===== src/erl_pkg.sv =====
// Shared constants and types for the error report log block.
// Assumes a single node clock; all users reference names with erl_pkg::.
package erl_pkg;

    // Register offsets (byte addresses, one word each)
    localparam logic [7:0] OFS_LOG = 8'h00;
    localparam logic [7:0] OFS_STATUS = 8'h04;
    localparam logic [7:0] OFS_CMD = 8'h08;

    // Command register fields
    localparam int CMD_INTERCHANGE_BIT = 0;

    // Reset values and count levels of the control fields of the log
    localparam logic [1:0] COUNT_RST = 2'h0;
    localparam logic [1:0] COUNT_MAX = 2'h3;
    localparam logic [1:0] COUNT_ONE = 2'h1;
    localparam logic [1:0] COUNT_TWO = 2'h2;
    localparam logic PERM_RST = 1'b0;

    // Error type codes, highest priority has the largest code
    typedef enum logic [3:0] {
        ET_TOGGLE = 4'h0,
        ET_DETACH = 4'h1,
        ET_ATTACH = 4'h2,
        ET_INTERCHANGE = 4'h3,
        ET_TEST = 4'h4,
        ET_CORR_ECC = 4'h5,
        ET_UNCORR_ECC = 4'h6,
        ET_BUS_MOD_LOW = 4'h7,
        ET_BUS_PARITY = 4'h8,
        ET_MODULE = 4'h9,
        ET_NO_ERROR = 4'hA,
        ET_BUS_MOD_HIGH = 4'hB,
        ET_ARBITRATION = 4'hC,
        ET_UNSAFE_MODULE = 4'hD,
        ET_MODULE_LINE = 4'hE,
        ET_BUS_LINE = 4'hF
    } erl_type_e;

    // One received error report, sampled on its completion cycle
    typedef struct packed {
        logic [3:0] err_type;
        logic [8:0] node_id;
        logic permanent;
    } erl_report_s;

    // The 16-bit log word, most significant field first
    typedef struct packed {
        logic permanent;
        logic [1:0] count;
        logic [3:0] err_type;
        logic [8:0] node_id;
    } erl_log_s;

    // Recovery decisions drawn from the latest logged report
    typedef struct packed {
        logic fault_bus;
        logic fault_module;
        logic dealloc_bus;
        logic dealloc_module;
        logic kill_module;
        logic switch_inhibit;
    } erl_action_s;

    localparam erl_action_s ACTION_NONE = '0;

endpackage


===== src/erl_error_report_log.sv =====
// Error report log of one interconnect node, with recovery decode.
// Assumes reports arrive from same-clock reporting logic as one-cycle
// completion pulses, and software uses the plain register port.

`timescale 1ns/1ps
`default_nettype none

module erl_error_report_log #(
    parameter int ADDR_W = 8,
    parameter int DATA_W = 32
) (
    input wire logic clk,
    input wire logic rst_n,
    input wire logic ce,
    // Report from the error reporting network
    input wire logic net_report_valid,
    input wire erl_pkg::erl_report_s net_report,
    // Report detected by this node itself
    input wire logic local_report_valid,
    input wire erl_pkg::erl_report_s local_report,
    input wire logic node_isolated,
    // Register port
    input wire logic [ADDR_W-1:0] reg_addr,
    input wire logic [DATA_W-1:0] reg_wdata,
    input wire logic reg_wr,
    input wire logic reg_rd,
    output logic [DATA_W-1:0] reg_rdata,
    // Request to broadcast an interchange command
    output logic interchange_req,
    // Recovery decisions and their one-cycle strobe
    output erl_pkg::erl_action_s action,
    output logic action_valid,
    // Whole log word for recovery and observation
    output erl_pkg::erl_log_s log_word
);

    // Priority of one type over another: the code itself is the rank
    function automatic logic ranks_above(
        input logic [3:0] a,
        input logic [3:0] b
    );
        ranks_above = (a > b);
    endfunction

    // True when the log holds one error, or two with permanent set and a type other than unsafe module
    function automatic logic single_error(
        input erl_pkg::erl_log_s lw
    );
        logic res;
        res = 1'b0;
        case (lw.count)
            erl_pkg::COUNT_ONE: begin
                res = 1'b1;
            end
            erl_pkg::COUNT_TWO: begin
                res = lw.permanent &&
                    (lw.err_type != erl_pkg::ET_UNSAFE_MODULE);
            end
            default: begin
                res = 1'b0;
            end
        endcase
        single_error = res;
    endfunction

    // Recovery decision for one error type
    function automatic erl_pkg::erl_action_s decide(
        input logic [3:0] t
    );
        erl_pkg::erl_action_s a;
        a = erl_pkg::ACTION_NONE;
        case (t)
            erl_pkg::ET_BUS_LINE,
            erl_pkg::ET_ARBITRATION,
            erl_pkg::ET_BUS_PARITY,
            erl_pkg::ET_DETACH: begin
                a.fault_bus = 1'b1;
                a.dealloc_bus = 1'b1;
            end
            erl_pkg::ET_MODULE_LINE,
            erl_pkg::ET_MODULE,
            erl_pkg::ET_UNCORR_ECC: begin
                a.fault_module = 1'b1;
                a.dealloc_module = 1'b1;
            end
            erl_pkg::ET_UNSAFE_MODULE: begin
                a.fault_module = 1'b1;
                a.dealloc_module = 1'b1;
                a.kill_module = 1'b1;
                a.switch_inhibit = 1'b1;
            end
            erl_pkg::ET_BUS_MOD_HIGH: begin
                // Interface fault: both areas faulty, unit must not switch
                a.fault_bus = 1'b1;
                a.fault_module = 1'b1;
                a.dealloc_module = 1'b1;
                a.switch_inhibit = 1'b1;
            end
            erl_pkg::ET_BUS_MOD_LOW: begin
                // Either area would isolate it; keep the bus
                a.fault_bus = 1'b1;
                a.fault_module = 1'b1;
                a.dealloc_module = 1'b1;
            end
            default: begin
                a = erl_pkg::ACTION_NONE;
            end
        endcase
        decide = a;
    endfunction

    // Register decode
    logic sel_log;
    logic sel_status;
    logic sel_cmd;

    assign sel_log = (reg_addr == erl_pkg::OFS_LOG);
    assign sel_status = (reg_addr == erl_pkg::OFS_STATUS);
    assign sel_cmd = (reg_addr == erl_pkg::OFS_CMD);

    // Report source: a broken node only sees its own detections
    logic rpt_valid;
    erl_pkg::erl_report_s rpt;

    always_comb begin
        if (node_isolated) begin
            rpt_valid = local_report_valid;
            rpt = local_report;
        end else begin
            rpt_valid = net_report_valid;
            rpt = net_report;
        end
    end

    // Next log word, built whole before the single update
    erl_pkg::erl_log_s next_log;
    logic is_interchange;

    assign is_interchange = (rpt.err_type == erl_pkg::ET_INTERCHANGE);

    always_comb begin
        next_log = log_word;
        // Latest report overwrites type and node
        next_log.err_type = rpt.err_type;
        next_log.node_id = rpt.node_id;
        if (is_interchange) begin
            next_log.count = erl_pkg::COUNT_RST;
            next_log.permanent = 1'b1;
        end else begin
            if (log_word.count != erl_pkg::COUNT_MAX) begin
                next_log.count = log_word.count + erl_pkg::COUNT_ONE;
            end else begin
                next_log.count = erl_pkg::COUNT_MAX;
            end
            next_log.permanent = log_word.permanent | rpt.permanent;
        end
    end

    // Whole log word in one process so no field has a second driver;
    // reset clears only the control fields, crash data stays readable
    always_ff @(posedge clk) begin
        if (!rst_n) begin
            log_word.count <= erl_pkg::COUNT_RST;
            log_word.permanent <= erl_pkg::PERM_RST;
        end else if (ce && rpt_valid) begin
            log_word <= next_log;
        end
    end

    // Highest-ranked type seen since the last interchange
    logic [3:0] worst_type;
    logic worst_valid;

    always_ff @(posedge clk) begin
        if (!rst_n) begin
            worst_type <= erl_pkg::ET_TOGGLE;
            worst_valid <= 1'b0;
        end else if (ce && rpt_valid) begin
            if (is_interchange) begin
                worst_type <= erl_pkg::ET_TOGGLE;
                worst_valid <= 1'b0;
            end else if (!worst_valid || ranks_above(rpt.err_type, worst_type)) begin
                worst_type <= rpt.err_type;
                worst_valid <= 1'b1;
            end
        end
    end

    // Recovery decision for each report is registered on the same edge that logs it
    always_ff @(posedge clk) begin
        if (!rst_n) begin
            action <= erl_pkg::ACTION_NONE;
            action_valid <= 1'b0;
        end else if (ce) begin
            action_valid <= rpt_valid;
            if (rpt_valid) begin
                action <= decide(rpt.err_type);
            end
        end
    end

    // Interchange request: the only path by which software touches the log
    always_ff @(posedge clk) begin
        if (!rst_n) begin
            interchange_req <= 1'b0;
        end else if (ce) begin
            interchange_req <= reg_wr && sel_cmd &&
                reg_wdata[erl_pkg::CMD_INTERCHANGE_BIT];
        end
    end

    // Status word: worst type, single-error flag, current decisions
    logic [DATA_W-1:0] status_word;

    always_comb begin
        status_word = '0;
        status_word[3:0] = worst_type;
        status_word[4] = worst_valid;
        status_word[5] = single_error(log_word);
        status_word[6] = (log_word.count == erl_pkg::COUNT_RST);
        status_word[12:7] = decide(log_word.err_type);
    end

    // Read data one cycle after the strobe; writes to the log are ignored
    always_ff @(posedge clk) begin
        if (!rst_n) begin
            reg_rdata <= '0;
        end else if (ce) begin
            if (reg_rd && sel_log) begin
                reg_rdata <= {{(DATA_W-16){1'b0}}, log_word};
            end else if (reg_rd && sel_status) begin
                reg_rdata <= status_word;
            end else begin
                reg_rdata <= '0;
            end
        end
    end

endmodule

`default_nettype wire


===== config.mk =====
export PLATFORM = sky130hd
export DESIGN_NAME = erl_error_report_log
export DESIGN_NICKNAME = d
export VERILOG_FILES = /design/src/erl_pkg.sv /design/src/erl_error_report_log.sv
export SDC_FILE = /design/constraint.sdc
export NUM_CORES = 1
export LEC_CHECK = 0
export BUFFER_PORTS_ARGS = -buffer_cell sky130_fd_sc_hd__buf_2
export CAP_MARGIN = 20
export CORE_UTILIZATION = 45
export DETAILED_ROUTE_END_ITERATION = 6
export GPL_TIMING_DRIVEN = 0
export PLACE_DENSITY_LB_ADDON = 0.05
export SLEW_MARGIN = 20
export SYNTH_ARGS = -nofsm -noshare
export SYNTH_HDL_FRONTEND = slang
export SYNTH_SLANG_ARGS = --single-unit

===== constraint.sdc =====
create_clock -name clk -period 3.8 [get_ports clk]
set_clock_uncertainty 0.2 [all_clocks]
set_input_delay 0.57 -clock clk [delete_from_list [all_inputs] [get_ports clk]]
set_output_delay 0.57 -clock clk [all_outputs]
set_load 0.03 [all_outputs]

# After elaboration in Yosys (flattened, before gate mapping)
# Index checks and enable logic that the tools add are counted.
# Widths: inputs -> output; s select.
# word_totals
latchBits,0
mem_bits_rw,0
elab_cells,87
out_inout_bits,56
mem_count,0
rom_bits,0
input_bits,76
reg_bits,60
# classes
addsub,1
bitwise,1
mul,0
reduce_logical,22
order_cmp,1
shift,0
div_mod_pow,0
eq_ne,27
mux,21
# ops
operator,n
$eq 4x4->1 const B,14
$reduce_or 6->1,4
$eq 4x3->1 const B,4
$mux 16,1
$mux 14,1
$mux 1,13
$mux 13,1
$eq 4x1->1 const B,2
$eq 8x3->1 const B,1
$eq 8x4->1 const B,1
$logic_not 8->1,1
$mux 4,2
$reduce_or 4->1,2
$logic_and 1x1->1,6
$reduce_and 2->1,3
$eq 4x2->1 const B,1
$gt 4x4->1,1
$ne 4x4->1 const B,1
$reduce_or 2->1,2
$mux 3,1
$add 2x1->2 const B,1
$eq 2x1->1 const B,1
$eq 2x2->1 const B,1
$logic_not 2->1,1
other kinds (7),7

# Depth between registers and ports, before layout
# logic_depth
word_depth,5
mapped_depth,9
mapped_depth_nobuf,8

# Worst setup path after synthesis
# No wires, ideal clock.
# synth_path
path_type,input port to flip-flop
startpoint,input port node_isolated
endpoint,register worst_type[0]
stages,8
t_required_ps,3528
setup_ps,72
t_arrival_ps,2347
setup_slack_ps,1182
n_path_buf,1
cell_sequence,buf_2 -> mux2i_1 -> inv_1 -> ha_1 -> and2_1 -> a32o_1 -> a31oi_2 -> mux2i_1
# synth_rtl
item,line_no,rtl
"start, declared",erl_error_report_log.sv:21,"input wire logic node_isolated,"
"end signal, assigned",erl_error_report_log.sv:176,worst_type <= erl_pkg::ET_TOGGLE;
"end signal, assigned",erl_error_report_log.sv:180,worst_type <= erl_pkg::ET_TOGGLE;
"end signal, assigned",erl_error_report_log.sv:183,worst_type <= rpt.err_type;
"end, declared",erl_error_report_log.sv:171,logic [3:0] worst_type;

==> results by group <==
Critical path
  • Crit path kind: in2reg
  • Most frequent CP cell: mux2i_1
  • Setup crit end kind: register
  • Critical Path RT: 3820 ps
  • CP Max Fanout: 8
  • Worst Path Buf+Inv: 2
  • Crit start category: input port
  • Crit-path cells: buf_2, mux2i_1, inv_1, ha_1, and2_1, a32o_1, a31oi_2, mux2i_1
  • CP max stage cell: a31oi_2
  • CP top delay family: compound AO/OA/AOI/OAI gates
  • Crit path DAT: between 2000 and 3000 ps
  • Max incr delay on CP: 340 ps

Route
  • Wirelength per Cell: about 13 um
  • Post-route ant nets: 0
  • Drt first pass iters: 4
  • Via-to-Cell Ratio: 4.891
  • Routed WL: about 5500 um
  • DR iter-0 viols: between 100 and 150
  • # DRC: 0
  • Via total after detailed routing: 2069

Clock network
  • Clock Path Buffers: 2
  • Clock sinks: 44
  • H-tree levels: 2
  • Clk slew on worst S/H paths: 80 ps
  • Post-CTS sizing: 0
  • Setup Fix Bufs, Post-CTS: 0
  • Clock latency on the worst-skew pair: just under 300 ps
  • TritonCTS buffer count: 5
  • Hold_buf cts: 0
  • Clock tree from TritonCTS: done
  • Clk root buf: clkbuf_8

Layout
  • Final Core Density: 59.57%
  • Ant. Diodes: 0
  • Layout fillers: between 500 and 600
  • Multi-input logic area: 0.001195 sq mm
  • Register Area: a little over 0.001 sq mm
  • Layout cells sized above 1: approximately 33%
  • Final Cell Area: a little over 0.003 sq mm
  • Syn-to-layout area delta: 27.76%
  • Net count, final: 436

Job
  • Max-Cap Viols: 0

Run status
  • Status: finished clean

Synthesis
  • Async set-reset flop share out of synthesis: 0%
  • Ys flop type: dfxtp_1
  • Synth unique cells: 47
  • Post-Syn Area: between 0.002 and 0.0025 sq mm
  • Mapped Cells: roughly 250
  • EDFF count, synth: 13
  • Ys Warns: 0
  • Register bit total from synthesis: 44
  • Syn Area/Cell: between 9 and 10 sq um
  • Post-synthesis sequential area ratio: 42.73%

STA
  • Final setup violation count: 0
  • Relative slew slack: 53.00%
  • Final slew viol count: 0
  • Post-route setup TNS: 0 ps
  • Slew of the pin with the lowest slew margin: 705.0 ps
  • Max Clk Rate: between 300 and 400 MHz
  • Count of final hold-check violations: 0
  • RSZ-0062 raised after global routing: false
  • Period utilization: approximately two thirds
  • Min cycle time layout: 2544 ps

Place
  • Placed cell area: 0.002915 sq mm
  • I/O Buffers: about 80
  • Hpwl dp: 4061 um
  • Placer Congestion: ~0.83

Floorplanning
  • Core Area: approximately 0.005 sq mm
  • Width of the die: roughly 75 um
  • I/O Pins: between 100 and 150
  • Die Y: between 70 and 80 um
  • Total Die Area: about 0.0056 sq mm
  • Num rows: 26
  • Starting Density: a little under half

Worst hold path
  • Hold WC Path Type: reg2reg

Pwr
  • Clk network pwr share: roughly a third
  • Switch Pwr: slightly above 300 uW
  • Switching share of total power: roughly 28%
  • VDD IR-drop max: 0.0001967 V
  • Lkg Pwr: 1.388 nW
  • Flop pwr share: 47.3%
  • Pwr Density: ~360 mW/mm^2
  • Comb power frac: 20.2%
  • Design internal power: 784.3 uW

Global routing
  • Number of global-route vias before repair: 1738
  • Global-route wire length before repair: around 8400 um
  • Total GRT Usage: 20.33%
  • Pin count of the biggest net entering global routing: 14
  • Initial antenna violation count: 0
  • Total grt overflow: 0
## power groups by stage
stage          Sequential [mW]  Clock (mW)  Combinational, mW
2_1_floorplan            0.555           0              0.130
3_3_place_gp             0.528           0              0.218
3_5_place_dp             0.528           0              0.221
4_1_cts                  0.517       0.364              0.222
5_1_grt                  0.520       0.377              0.244
6_report                 0.517       0.356              0.221
## synth_stat cells (all sizes together), types with 8 or more instances
library cell | instances | area (sq um)
a21boi | 11 | 82.58
dfxtp | 31 | 620.6
a21oi | 8 | 40.04
buf | 20 | 141.4
nand3 | 12 | 60.06
ha | 8 | 100.1
o21ai | 15 | 75.07
mux2 | 13 | 146.4
clkbuf | 11 | 41.29
inv | 9 | 33.78
nand2 | 34 | 127.6
mux2i | 15 | 150.1
edfxtp | 13 | 390.4
## cells in the final DEF, fill, tap and decap left out, drive strengths merged, types with 2 or more instances in the layout
cell and count:
buf 101, nand2 34, dfxtp 31, clkbuf 17, conb 16, mux2i 15
o21ai 15, edfxtp 13, mux2 13, nand3 12, a21boi 11, inv 9
a21oi 8, ha 8, nor2 7, nor2b 5, a31oi 4, nand4b 3
a22oi 3, xor2 3, and2 2, nor3 2, o211a 2, nor4 2
## worst paths after layout
kind / from / to / slack [ps] / cells past startpoint
worst min-delay path: reg_rdata[12] / reg_rdata[12] / 250 / 2
worst max-delay path: node_isolated / worst_type[0] / 1260 / 8
worst max register to register: worst_type[3] / worst_type[0] / 1790 / 7
worst min register to register: reg_rdata[12] / reg_rdata[12] / 250 / 2
## flip-flops by register name, summed over array words and instances, names as in the netlist
| name | flops |
|---|---|
| worst_valid | 1 |
| interchange_req | 1 |
| log_word | 16 |
| action | 5 |
| action_valid | 1 |
| worst_type | 4 |
| reg_rdata | 16 |
## per-stage QoR
stage	power, mW	hold WS, ps	setup WS, ps	instances
4_1_cts	1.103	256.1	1278	423
5_1_grt	1.141	275.5	1131	423
6_report	1.095	252.1	1256	423
3_5_place_dp	0.7493	244.0	968.6	415
3_3_place_gp	0.7459	238.7	960.0	415
2_1_floorplan	0.6854	247.4	1182	264
## cell type report
| cell class | count | area share (%) |
|---|---|---|
| Sequential cell | 44 | 33.44 |
| Clock inverter | 2 | 1.159 |
| Clock buffer | 6 | 2.401 |
| Timing Repair Buffer | 81 | 13.41 |
| Buffer | 31 | 6.043 |
| Inverter | 9 | 1.118 |
| Tap cell | 70 | 2.897 |
| Multi-Input combinational cell | 180 | 39.53 |
## worst reg2reg max path, stage by stage, from the launching register on
cell     delay, ps
dfxtp_1        390
inv_1           60
ha_1           280
and2_1         140
o21ai_0         80
a32o_1         230
a31oi_2        340
mux2i_1        230
## metal layers
layer / vias to the layer above / global-route usage [%] / wire length, um
li1: 1048 / - / -
met3: 5 / 3.794 / 277
met2: 64 / 34.13 / 2577
met5: - / 0 / 0
met4: 0 / 6.289 / 62
met1: 952 / 26.44 / 2576
## logic make-up after synthesis
family	share of synthesized area (%)
AOI/OAI and AO/OA	13.54
and+or+nand+nor	16.18
DFF	42.73
adders and majority gates	4.231
muxes	12.53
other	0.1585
buffers and inverters	9.148
xor gates and xnor gates	1.481
Power figures use the tool's default switching activity.
